[src/hw/pafs_defs.svh]
// pafs_defs.svh: addresses, reset values and field positions of the port A function-select block
// assumes: included by its bare name; 16-bit registers on the internal peripheral bus, byte addresses
`ifndef PAFS_DEFS_SVH
`define PAFS_DEFS_SVH

`define PAFS_ADDR_W          28
`define PAFS_DATA_ADDR       28'h5FFFFC2
`define PAFS_DIR_ADDR        28'h5FFFFC6
`define PAFS_LOW_ADDR        28'h5FFFFCA
`define PAFS_HIGH_ADDR       28'h5FFFFCC

`define PAFS_DATA_RST        16'h0000
`define PAFS_DIR_RST         16'h0000
`define PAFS_LOW_RST         16'hFF95
`define PAFS_HIGH_RST        16'h3302

`define PAFS_LOW_WMASK       16'h55FF
`define PAFS_LOW_FIXED1      16'hAA00
`define PAFS_HIGH_WMASK      16'hFFFD
`define PAFS_HIGH_FIXED1     16'h0002

// high register field positions (lsb of each two-bit field)
`define PAFS_P15_LSB         14
`define PAFS_P14_LSB         12
`define PAFS_P13_LSB         10
`define PAFS_P12_LSB         8
`define PAFS_P11_LSB         6
`define PAFS_P10_LSB         4
`define PAFS_P9_LSB          2
`define PAFS_P8_BIT          0
// low register field positions
`define PAFS_P7_BIT          14
`define PAFS_P6_BIT          12
`define PAFS_P5_BIT          10
`define PAFS_P4_BIT          8
`define PAFS_P3_LSB          6
`define PAFS_P2_LSB          4
`define PAFS_P1_LSB          2
`define PAFS_P0_LSB          0

`endif

[src/hw/pafs_pkg.sv]
// pafs_pkg: types of the port A function-select block
// assumes: pafs_defs.svh supplies the numeric constants
package pafs_pkg;

  typedef enum logic [1:0] {
    PAFS_MODE_GPIO = 2'b00,
    PAFS_MODE_ALT1 = 2'b01,
    PAFS_MODE_ALT2 = 2'b10,
    PAFS_MODE_ALT3 = 2'b11
  } pafs_mode_t;

  typedef struct packed {
    logic [15:0] data;
    logic [15:0] dir;
    logic [15:0] low_sel;
    logic [15:0] high_sel;
    logic [15:0] pin_out;
    logic [15:0] pin_oe_n;
    logic [15:0] rdata;
    logic        ack;
    logic [3:0]  ext_int;
    logic [1:0]  dma_req;
    logic [1:0]  tclk;
    logic [1:0]  parity;
    logic [3:0]  tim_cc;
    logic        conversion_trigger_in;
    logic        wait_lvl;
  } pafs_state_t;

  typedef struct packed {
    logic [15:0] s1;
    logic [15:0] s2;
    logic [15:0] s3;
    logic [15:0] lvl;
  } pafs_sync_t;

endpackage

[src/hw/pafs_pin_sync.sv]
// pafs_pin_sync: three-stage synchroniser for pin levels with a two-stage agreement filter
// assumes: inputs are asynchronous to clock_in
`timescale 1ns/1ps
`include "pafs_defs.svh"
module pafs_pin_sync
  import pafs_pkg::*;
(
  input  wire logic        clock_in,
  input  wire logic        sys_rst_in,
  input  wire logic [15:0] pin_in,
  output logic      [15:0] level_out
);

  pafs_sync_t r;
  pafs_sync_t r_nxt;

  always_comb begin
    r_nxt    = r;
    r_nxt.s1 = pin_in;
    r_nxt.s2 = r.s1;
    r_nxt.s3 = r.s2;
    // a change counts only once stages two and three agree
    r_nxt.lvl = (r.s2 & r.s3) | (r.lvl & (r.s2 ^ r.s3));
  end

  always_ff @(posedge clock_in or posedge sys_rst_in) begin
    if (sys_rst_in) begin
      r <= '0;
    end else begin
      r <= r_nxt;
    end
  end

  assign level_out = r.lvl;

endmodule // pafs_pin_sync

[src/hw/pafs_pin_function_select.sv]
// pafs_pin_function_select: port A mode registers, data/direction registers and pin multiplexer
// assumes: 16-bit internal peripheral bus, one halfword per access, byte lanes by bus_be_in;
// 32-bit accesses are split into two halfword accesses by the bus bridge
`timescale 1ns/1ps
`include "pafs_defs.svh"

// Behaviour
// - pin 15: 00 gpio, 01 ext int 3, 11 dma request 1, 10 reserved, reset 00
// - pin 14: 00 gpio, 01 ext int 2, 11 dma acknowledge 1, reset 11
// - pin 13: 00 gpio, 01 ext int 1, 10 timer clock B, 11 dma request 0
// - pin 12: 00 gpio, 01 ext int 0, 10 timer clock A, 11 dma ack 0, reset 11
// - pin 11: 00 gpio, 01 upper parity io, 10 timer1 capture/compare B, reset 00
// - pin 10: 00 gpio, 01 lower parity io, 10 timer1 capture/compare A, reset 00
// - pin 9: 00 gpio, 01 address hold, 10 conversion trigger, 11 interrupt request out
// - pin 8 mode bit 0 resets 0 for gpio; bit 1 reserved, reads 1
// - pin 7 bit 14: 0 gpio, 1 bus grant acknowledge out, reset 1
// - pin 6 bit 12: 0 gpio, 1 read strobe out, reset 1
// - pin 5 bit 10: 0 gpio, 1 upper store or low byte strobe, reset 1
// - pin 4 bit 8: 0 gpio, 1 lower store or single store strobe, reset 1
// - low register bits 15, 13, 11, 9 are not writable and read 1
// - pin 3: 00 gpio, 01 chip select 7, 10 wait input, reset 10
// - pin 2: 00 gpio, 01 chip select 6, 10 timer0 capture/compare B, reset 01
// - pin 1: 00 gpio, 01 chip select 5, 10 row strobe, reset 01
// - pin 0: 00 gpio, 01 chip select 4, 10 timer0 capture/compare A, reset 01
// - gpio pin is input when its direction bit is 0, output when 1
// - data writes stored; reads give pin level if direction 0, stored value if 1
module pafs_pin_function_select
  import pafs_pkg::*;
(
  input  wire logic        clock_in,
  input  wire logic        sys_rst_in,
  input  wire logic        bus_sel_in,
  input  wire logic        bus_wr_in,
  input  wire logic [27:0] bus_addr_in,
  input  wire logic [1:0]  bus_be_in,
  input  wire logic [15:0] bus_wdata_in,
  output logic      [15:0] bus_rdata_out,
  output logic             bus_ack_out,
  input  wire logic [15:0] pin_in,
  output logic      [15:0] pin_out,
  output logic      [15:0] pin_oe_n_out,
  input  wire logic        dma_acknowledge_out_1_in,
  input  wire logic        dma_acknowledge_out_0_in,
  input  wire logic        parity_upper_io_in,
  input  wire logic        parity_upper_io_drive_in,
  input  wire logic        parity_lower_io_in,
  input  wire logic        parity_lower_io_drive_in,
  input  wire logic        timer1_capcmp_b_in,
  input  wire logic        timer1_capcmp_b_drive_in,
  input  wire logic        timer1_capcmp_a_in,
  input  wire logic        timer1_capcmp_a_drive_in,
  input  wire logic        timer0_capcmp_b_in,
  input  wire logic        timer0_capcmp_b_drive_in,
  input  wire logic        timer0_capcmp_a_in,
  input  wire logic        timer0_capcmp_a_drive_in,
  input  wire logic        address_hold_out_in,
  input  wire logic        interrupt_request_out_in,
  input  wire logic        bus_grant_ack_in,
  input  wire logic        read_strobe_in,
  input  wire logic        upper_store_strobe_in,
  input  wire logic        lower_store_strobe_in,
  input  wire logic        chip_select_out_7_in,
  input  wire logic        chip_select_out_6_in,
  input  wire logic        chip_select_out_5_in,
  input  wire logic        chip_select_out_4_in,
  input  wire logic        row_strobe_in,
  output logic      [3:0]  ext_int_in_out,
  output logic      [1:0]  dma_request_in_out,
  output logic             timer_ext_clock_b_out,
  output logic             timer_ext_clock_a_out,
  output logic             parity_upper_io_out,
  output logic             parity_lower_io_out,
  output logic             timer1_capcmp_b_out,
  output logic             timer1_capcmp_a_out,
  output logic             timer0_capcmp_b_out,
  output logic             timer0_capcmp_a_out,
  output logic             conversion_trigger_in_out,
  output logic             wait_in_out
);

  pafs_state_t r;
  pafs_state_t r_nxt;
  logic [15:0] pin_lvl;
  logic [15:0] alt_on;
  logic [15:0] alt_val;
  logic [15:0] alt_drv;
  pafs_mode_t  m15, m14, m13, m12, m11, m10, m9, m3, m2, m1, m0;
  logic        hit_data, hit_dir, hit_low, hit_high, do_wr;

  pafs_pin_sync u_sync (
    .clock_in  (clock_in),
    .sys_rst_in(sys_rst_in),
    .pin_in    (pin_in),
    .level_out (pin_lvl)
  );

  // byte-lane merge; fixed-one bits cannot be written
  function automatic logic [15:0] merge16(input logic [15:0] old, input logic [15:0] wd,
                                          input logic [1:0] be, input logic [15:0] wm,
                                          input logic [15:0] fx);
    logic [15:0] lane;
    lane = {{8{be[1]}}, {8{be[0]}}} & wm;
    return (old & ~lane) | (wd & lane) | fx;
  endfunction

  assign hit_data = {bus_addr_in[27:1], 1'b0} == `PAFS_DATA_ADDR;
  assign hit_dir  = {bus_addr_in[27:1], 1'b0} == `PAFS_DIR_ADDR;
  assign hit_low  = {bus_addr_in[27:1], 1'b0} == `PAFS_LOW_ADDR;
  assign hit_high = {bus_addr_in[27:1], 1'b0} == `PAFS_HIGH_ADDR;
  assign do_wr    = bus_sel_in & bus_wr_in;

  always_comb begin
    r_nxt       = r;
    r_nxt.ack   = bus_sel_in;
    r_nxt.rdata = 16'h0000;
    if (do_wr && hit_data) begin
      r_nxt.data = merge16(r.data, bus_wdata_in, bus_be_in, 16'hFFFF, 16'h0000);
    end
    if (do_wr && hit_dir) begin
      r_nxt.dir = merge16(r.dir, bus_wdata_in, bus_be_in, 16'hFFFF, 16'h0000);
    end
    if (do_wr && hit_low) begin
      r_nxt.low_sel = merge16(r.low_sel, bus_wdata_in, bus_be_in,
                              `PAFS_LOW_WMASK, `PAFS_LOW_FIXED1);
    end
    if (do_wr && hit_high) begin
      r_nxt.high_sel = merge16(r.high_sel, bus_wdata_in, bus_be_in,
                               `PAFS_HIGH_WMASK, `PAFS_HIGH_FIXED1);
    end
    if (bus_sel_in && !bus_wr_in) begin
      if (hit_data) begin
        r_nxt.rdata = (r.dir & r.data) | (~r.dir & pin_lvl);
      end else if (hit_dir) begin
        r_nxt.rdata = r.dir;
      end else if (hit_low) begin
        r_nxt.rdata = r.low_sel | `PAFS_LOW_FIXED1;
      end else if (hit_high) begin
        r_nxt.rdata = r.high_sel | `PAFS_HIGH_FIXED1;
      end
    end

    // mux decodes from the next register values so the pins follow at the write edge
    m15 = pafs_mode_t'(r_nxt.high_sel[`PAFS_P15_LSB +: 2]);
    m14 = pafs_mode_t'(r_nxt.high_sel[`PAFS_P14_LSB +: 2]);
    m13 = pafs_mode_t'(r_nxt.high_sel[`PAFS_P13_LSB +: 2]);
    m12 = pafs_mode_t'(r_nxt.high_sel[`PAFS_P12_LSB +: 2]);
    m11 = pafs_mode_t'(r_nxt.high_sel[`PAFS_P11_LSB +: 2]);
    m10 = pafs_mode_t'(r_nxt.high_sel[`PAFS_P10_LSB +: 2]);
    m9  = pafs_mode_t'(r_nxt.high_sel[`PAFS_P9_LSB +: 2]);
    m3  = pafs_mode_t'(r_nxt.low_sel[`PAFS_P3_LSB +: 2]);
    m2  = pafs_mode_t'(r_nxt.low_sel[`PAFS_P2_LSB +: 2]);
    m1  = pafs_mode_t'(r_nxt.low_sel[`PAFS_P1_LSB +: 2]);
    m0  = pafs_mode_t'(r_nxt.low_sel[`PAFS_P0_LSB +: 2]);
    alt_on  = 16'h0000;
    alt_val = 16'h0000;
    alt_drv = 16'h0000;
    // reserved codes fall to the default branch and leave the pin as gpio
    case (m15)
      PAFS_MODE_ALT1, PAFS_MODE_ALT3: alt_on[15] = 1'b1;
      default: ;
    endcase
    case (m14)
      PAFS_MODE_ALT1: alt_on[14] = 1'b1;
      PAFS_MODE_ALT3: begin
        alt_on[14]  = 1'b1;
        alt_val[14] = dma_acknowledge_out_1_in;
        alt_drv[14] = 1'b1;
      end
      default: ;
    endcase
    case (m13)
      PAFS_MODE_ALT1, PAFS_MODE_ALT2, PAFS_MODE_ALT3: alt_on[13] = 1'b1;
      default: ;
    endcase
    case (m12)
      PAFS_MODE_ALT1, PAFS_MODE_ALT2: alt_on[12] = 1'b1;
      PAFS_MODE_ALT3: begin
        alt_on[12]  = 1'b1;
        alt_val[12] = dma_acknowledge_out_0_in;
        alt_drv[12] = 1'b1;
      end
      default: ;
    endcase
    case (m11)
      PAFS_MODE_ALT1: begin
        alt_on[11]  = 1'b1;
        alt_val[11] = parity_upper_io_in;
        alt_drv[11] = parity_upper_io_drive_in;
      end
      PAFS_MODE_ALT2: begin
        alt_on[11]  = 1'b1;
        alt_val[11] = timer1_capcmp_b_in;
        alt_drv[11] = timer1_capcmp_b_drive_in;
      end
      default: ;
    endcase
    case (m10)
      PAFS_MODE_ALT1: begin
        alt_on[10]  = 1'b1;
        alt_val[10] = parity_lower_io_in;
        alt_drv[10] = parity_lower_io_drive_in;
      end
      PAFS_MODE_ALT2: begin
        alt_on[10]  = 1'b1;
        alt_val[10] = timer1_capcmp_a_in;
        alt_drv[10] = timer1_capcmp_a_drive_in;
      end
      default: ;
    endcase
    case (m9)
      PAFS_MODE_ALT1: begin
        alt_on[9]  = 1'b1;
        alt_val[9] = address_hold_out_in;
        alt_drv[9] = 1'b1;
      end
      PAFS_MODE_ALT2: alt_on[9] = 1'b1;
      PAFS_MODE_ALT3: begin
        alt_on[9]  = 1'b1;
        alt_val[9] = interrupt_request_out_in;
        alt_drv[9] = 1'b1;
      end
      default: ;
    endcase
    // pin 8 has no alternate function defined here; both values act as gpio
    alt_on[7]  = r_nxt.low_sel[`PAFS_P7_BIT];
    alt_val[7] = bus_grant_ack_in;
    alt_drv[7] = alt_on[7];
    alt_on[6]  = r_nxt.low_sel[`PAFS_P6_BIT];
    alt_val[6] = read_strobe_in;
    alt_drv[6] = alt_on[6];
    alt_on[5]  = r_nxt.low_sel[`PAFS_P5_BIT];
    alt_val[5] = upper_store_strobe_in;
    alt_drv[5] = alt_on[5];
    alt_on[4]  = r_nxt.low_sel[`PAFS_P4_BIT];
    alt_val[4] = lower_store_strobe_in;
    alt_drv[4] = alt_on[4];
    case (m3)
      PAFS_MODE_ALT1: begin
        alt_on[3]  = 1'b1;
        alt_val[3] = chip_select_out_7_in;
        alt_drv[3] = 1'b1;
      end
      PAFS_MODE_ALT2: alt_on[3] = 1'b1;
      default: ;
    endcase
    case (m2)
      PAFS_MODE_ALT1: begin
        alt_on[2]  = 1'b1;
        alt_val[2] = chip_select_out_6_in;
        alt_drv[2] = 1'b1;
      end
      PAFS_MODE_ALT2: begin
        alt_on[2]  = 1'b1;
        alt_val[2] = timer0_capcmp_b_in;
        alt_drv[2] = timer0_capcmp_b_drive_in;
      end
      default: ;
    endcase
    case (m1)
      PAFS_MODE_ALT1: begin
        alt_on[1]  = 1'b1;
        alt_val[1] = chip_select_out_5_in;
        alt_drv[1] = 1'b1;
      end
      PAFS_MODE_ALT2: begin
        alt_on[1]  = 1'b1;
        alt_val[1] = row_strobe_in;
        alt_drv[1] = 1'b1;
      end
      default: ;
    endcase
    case (m0)
      PAFS_MODE_ALT1: begin
        alt_on[0]  = 1'b1;
        alt_val[0] = chip_select_out_4_in;
        alt_drv[0] = 1'b1;
      end
      PAFS_MODE_ALT2: begin
        alt_on[0]  = 1'b1;
        alt_val[0] = timer0_capcmp_a_in;
        alt_drv[0] = timer0_capcmp_a_drive_in;
      end
      default: ;
    endcase

    // alternate pins ignore the data register; gpio pins follow data and direction
    r_nxt.pin_out  = (alt_on & alt_val) | (~alt_on & r_nxt.data);
    r_nxt.pin_oe_n = ~((alt_on & alt_drv) | (~alt_on & r_nxt.dir));

    // peripheral inputs see the synchronised pin only while selected, else idle high
    r_nxt.ext_int[3] = (m15 == PAFS_MODE_ALT1) ? pin_lvl[15] : 1'b1;
    r_nxt.ext_int[2] = (m14 == PAFS_MODE_ALT1) ? pin_lvl[14] : 1'b1;
    r_nxt.ext_int[1] = (m13 == PAFS_MODE_ALT1) ? pin_lvl[13] : 1'b1;
    r_nxt.ext_int[0] = (m12 == PAFS_MODE_ALT1) ? pin_lvl[12] : 1'b1;
    r_nxt.dma_req[1] = (m15 == PAFS_MODE_ALT3) ? pin_lvl[15] : 1'b1;
    r_nxt.dma_req[0] = (m13 == PAFS_MODE_ALT3) ? pin_lvl[13] : 1'b1;
    r_nxt.tclk[1]    = (m13 == PAFS_MODE_ALT2) ? pin_lvl[13] : 1'b1;
    r_nxt.tclk[0]    = (m12 == PAFS_MODE_ALT2) ? pin_lvl[12] : 1'b1;
    r_nxt.parity[1]  = (m11 == PAFS_MODE_ALT1) ? pin_lvl[11] : 1'b1;
    r_nxt.parity[0]  = (m10 == PAFS_MODE_ALT1) ? pin_lvl[10] : 1'b1;
    r_nxt.tim_cc[3]  = (m11 == PAFS_MODE_ALT2) ? pin_lvl[11] : 1'b1;
    r_nxt.tim_cc[2]  = (m10 == PAFS_MODE_ALT2) ? pin_lvl[10] : 1'b1;
    r_nxt.tim_cc[1]  = (m2 == PAFS_MODE_ALT2) ? pin_lvl[2] : 1'b1;
    r_nxt.tim_cc[0]  = (m0 == PAFS_MODE_ALT2) ? pin_lvl[0] : 1'b1;
    r_nxt.conversion_trigger_in      = (m9 == PAFS_MODE_ALT2) ? pin_lvl[9] : 1'b1;
    r_nxt.wait_lvl   = (m3 == PAFS_MODE_ALT2) ? pin_lvl[3] : 1'b1;
  end

  always_ff @(posedge clock_in or posedge sys_rst_in) begin
    if (sys_rst_in) begin
      r.data     <= `PAFS_DATA_RST;
      r.dir      <= `PAFS_DIR_RST;
      r.low_sel  <= `PAFS_LOW_RST;
      r.high_sel <= `PAFS_HIGH_RST;
      r.pin_out  <= 16'h0000;
      r.pin_oe_n <= 16'hFFFF;
      r.rdata    <= 16'h0000;
      r.ack      <= 1'b0;
      r.ext_int  <= 4'hF;
      r.dma_req  <= 2'h3;
      r.tclk     <= 2'h3;
      r.parity   <= 2'h3;
      r.tim_cc   <= 4'hF;
      r.conversion_trigger_in    <= 1'b1;
      r.wait_lvl <= 1'b1;
    end else begin
      r <= r_nxt;
    end
  end

  assign bus_rdata_out             = r.rdata;
  assign bus_ack_out               = r.ack;
  assign pin_out                   = r.pin_out;
  assign pin_oe_n_out              = r.pin_oe_n;
  assign ext_int_in_out            = r.ext_int;
  assign dma_request_in_out        = r.dma_req;
  assign timer_ext_clock_b_out     = r.tclk[1];
  assign timer_ext_clock_a_out     = r.tclk[0];
  assign parity_upper_io_out       = r.parity[1];
  assign parity_lower_io_out       = r.parity[0];
  assign timer1_capcmp_b_out       = r.tim_cc[3];
  assign timer1_capcmp_a_out       = r.tim_cc[2];
  assign timer0_capcmp_b_out       = r.tim_cc[1];
  assign timer0_capcmp_a_out       = r.tim_cc[0];
  assign conversion_trigger_in_out = r.conversion_trigger_in;
  assign wait_in_out               = r.wait_lvl;

endmodule // pafs_pin_function_select

[config.mk]
export PLATFORM = sky130hd
export DESIGN_NAME = pafs_pin_function_select
export DESIGN_NICKNAME = d
export VERILOG_FILES = /design/src/hw/pafs_pkg.sv /design/src/hw/pafs_pin_sync.sv /design/src/hw/pafs_pin_function_select.sv
export VERILOG_INCLUDE_DIRS = /design/src /design/src/hw
export SDC_FILE = /design/constraint.sdc
export NUM_CORES = 1
export LEC_CHECK = 0
export ABC_CLOCK_PERIOD_IN_PS = 6940
export BUFFER_PORTS_ARGS = -buffer_cell sky130_fd_sc_hd__buf_2
export CAP_MARGIN = 5
export CELL_PAD_IN_SITES_DETAIL_PLACEMENT = 0
export CELL_PAD_IN_SITES_GLOBAL_PLACEMENT = 1
export CORE_MARGIN = 3
export CORE_UTILIZATION = 44
export CTS_CLUSTER_SIZE = 14
export DETAILED_ROUTE_END_ITERATION = 10
export GPL_ROUTABILITY_DRIVEN = 0
export PLACE_DENSITY_LB_ADDON = 0.25
export REMOVE_ABC_BUFFERS = 1
export SLEW_MARGIN = 10
export SYNTH_ARGS = -nofsm -noshare
export SYNTH_HDL_FRONTEND = slang
export SYNTH_SLANG_ARGS = --single-unit
[constraint.sdc]
create_clock -name clock_in -period 6.94 [get_ports clock_in]
set_input_delay 0.694 -clock clock_in [delete_from_list [all_inputs] [get_ports clock_in]]
set_output_delay 0.694 -clock clock_in [all_outputs]
set_load 0.03 [all_outputs]
==> impl_metrics.tcl <==
set metrics [dict create \
    setup.worst_path.start "bus_addr_in[5]" \
    start_util_pct 45.3 \
    syn_avg_cell_area_sq_um 12.5 \
    cts_hold_buf 0 \
    max_freq_mhz 319 \
    globalRoute.totalOverflow 0 \
    cp.required_ns 7.30 \
    yosysWarnings 0 \
    fin_nets 855 \
    synth_edf_count 0 \
    die_x_microns 140 \
    die_h_microns 140 \
    peakVddDrop_v 0.000177 \
    cp_max_fo 19 \
    grt_pass1_wl_microns 28900 \
    fillers 1564 \
    clk_pin_slew_ns 0.07 \
    antenna_found_initial 0 \
    cts_htree_levels 4 \
    cp-start-kind "input port" \
    slew_headroom_pct 26.0 \
    max-cap-violations 0 \
    crit_chain "buf_2 > and4b_2 > and2_1 > nand4_2 > mux2i_1 > inv_1 > ha_1 > a22oi_1 > nor2_1 > a21oi_1" \
    drt_iter0_markers 260 \
    avgRoutedWirePerCell_microns 18.4 \
    rrSetupSlack_ns 5.52 \
    hold_class "register to register" \
    dp_slack_ns 3.30 \
    synth.distinct_cells 52 \
    multi_input_area_sq_um 2600 \
    coreArea_sq_um 17400 \
    yosys_most_used_dff "dfrtp_1" \
    synth_area_leaders "dfrtp_1, dfstp_2, mux2_2, buf_4, ha_1" \
    grt_pass1_vias 5319 \
    fin_crit_ns 3.14 \
    synth-async-reset-ratio_pct 100 \
    arrival_ns 3.50 \
    grt_max_degree 107 \
    pwr_density_cell_nw_per_um2 236 \
    r2r_start "r[71]$_DFF_PP0_" \
    vias 4976 \
    num_rows 48 \
    syn_to_final_growth_pct 15.0 \
    drive_gt1_share_pct 38.6 \
    slowest_stage "and2_1" \
    reg2regPathDepth 6 \
    dpl.hpwl_microns 12400 \
    postRouteWirelength_microns 17900 \
    min_from "u_sync.r[54]$_DFF_PP0_" \
    synth-seq-area-share_pct 60.1 \
    cts_setup_buffers 0 \
    period_share_pct 45.2 \
    layout_setup_ws_ns 3.80 \
    postSynthCellCount 629 \
    numClockSinks 187 \
    ctsResizeCount 0 \
    tightest_slew_ns 1.10 \
    die_area_sq_um 19600 \
    fin_area_sq_um 9060 \
    synth_area_sq_um 7880 \
    ys_ff_latch 187 \
    cts_buffers 17 \
    ant_nets 0 \
    synth_top_area_share_pct 45.4 \
    p_leak_nw 4.44 \
    postPlaceCellArea_sq_um 8500 \
    drt_drc_violations_left 0 \
    hold_viol 0 \
    grt_util_all_layers_pct 19.0 \
    status "completed" \
    worstSetupEndpointType "register" \
    cts_root_buf "clkbuf_16" \
    crit_type "input port to register" \
    clk_latency_ns 0.43 \
    slowest_delay_ns 0.72 \
    hold_end "u_sync.r[38]$_DFF_PP0_" \
    synth_area_leader_cell "dfrtp_1" \
    register_area_sq_um 4730 \
    via_per_inst 5.11 \
    skew_ns 0.00843 \
    reg2reg_to "pin_oe_n_out[11]$_DFF_PP1_" \
    cts.path.max_buffers 2 \
    tns_ns 0 \
    ios 156 \
    setup_viol 0 \
    drv_slew 0 \
    n_antenna_cell 0 \
    portBuffers 154 \
    holdPathStages 0 \
    rsz0062_at_grt "false" \
    dr.pass1.iters 5 \
    cts_tree "built" \
]
report_power, final:
group	internal [mW]	total [mW]	switching, mW
clock network	0.471	0.921	0.451
logic	0.0384	0.0886	0.0502
registers	1.12	1.13	0.0149
cells in the mapped netlist (10+ instances only):
library cell    n
o21ai_0        11
nand2_1        44
nand3b_1       10
inv_1          23
buf_4          54
dfstp_2        44
nor2_1         21
o22ai_1        13
nand3_1        13
a21o_1         23
a21oi_1        35
ha_1           28
mux2i_1        28
o21a_1         10
mux2_2         38
dfrtp_1       143
per-stage QoR:
step	power, mW	cells	util, %	hold WS, ns
3_5_place_dp	1.24	942	48.8	0.335
5_1_grt	2.23	974	52.0	0.340
3_3_place_gp	1.24	942	48.8	0.333
4_1_cts	2.17	974	52.0	0.340
6_report	2.14	974	52.0	0.350
2_1_floorplan	1.19	560	-	0.331
kinds of logic after synthesis:
group	share of synthesized area (%)
DFF	60.1
AOI/OAI and AO/OA	8.70
xor gates and xnor gates	0.111
muxes	10.0
adders and majority gates	4.45
and+or+nand+nor	9.62
buffers and inverters	7.02
routing by layer:
metal / vias to the layer above / part of all wire, % / global-route usage, %
met5: - / 0 / 0
met2: 148 / 48 / 30.2
li1: 2351 / - / -
met1: 2465 / 44 / 25.7
met4: 0 / 0.95 / 5.51
met3: 12 / 6.7 / 5.12
area by class of cell:
cell class,instances,area share [%]
timing repair buffer,157,8.76
clock inverter,15,1.44
multi-input combinational,350,28.7
clock buffer,17,4.70
inverter,23,1.01
tap,225,3.11
sequential,187,52.3
layout by cell type, fill, tap and decap left out, types with 9 or more instances in the layout:
master / instances
nand2b_1: 9
o22ai_1: 13
a21o_1: 23
clkbuf_16: 17
nand3_1: 13
o21a_1: 10
a22oi_1: 9
mux2_2: 38
buf_2: 154
ha_1: 28
nor2_1: 21
nand3b_1: 10
o21ai_0: 11
dfrtp_1: 143
mux2i_1: 28
nand2_1: 44
dfstp_2: 44
inv_1: 22
a21oi_1: 35
worst max path at each step:
stage | endpoint | slack [ns] | cells after the start
6_report | pin_oe_n_out[11]$_DFF_PP1_ | 3.80 | 10
2_1_floorplan | async pin | 1.23 | 1
4_1_cts | pin_oe_n_out[10]$_DFF_PP1_ | 3.78 | 10
5_1_grt | ext_int_in_out[2]$_DFF_PP1_ | 3.41 | 7
3_3_place_gp | pin_oe_n_out[11]$_DFF_PP1_ | 3.41 | 10
3_5_place_dp | pin_oe_n_out[10]$_DFF_PP1_ | 3.30 | 10
registers in the layout, summed over array words and instances, names as in the netlist, 2 cells and up, named ones only:
register            flops
bus_rdata_out          16
r                      57
dma_request_in_out      2
pin_out                16
u_sync.r               48
pin_oe_n_out           16
u_sync.level_out       16
ext_int_in_out          4
worst max-delay path: cells and delay by family:
kind	cells	cell delay, ns
buf+inv	2	0.19
simple gates	4	1.64
fa+ha+maj	1	0.25
compound gates	2	0.31
mux	1	0.40
Power figures use the tool's default switching activity.
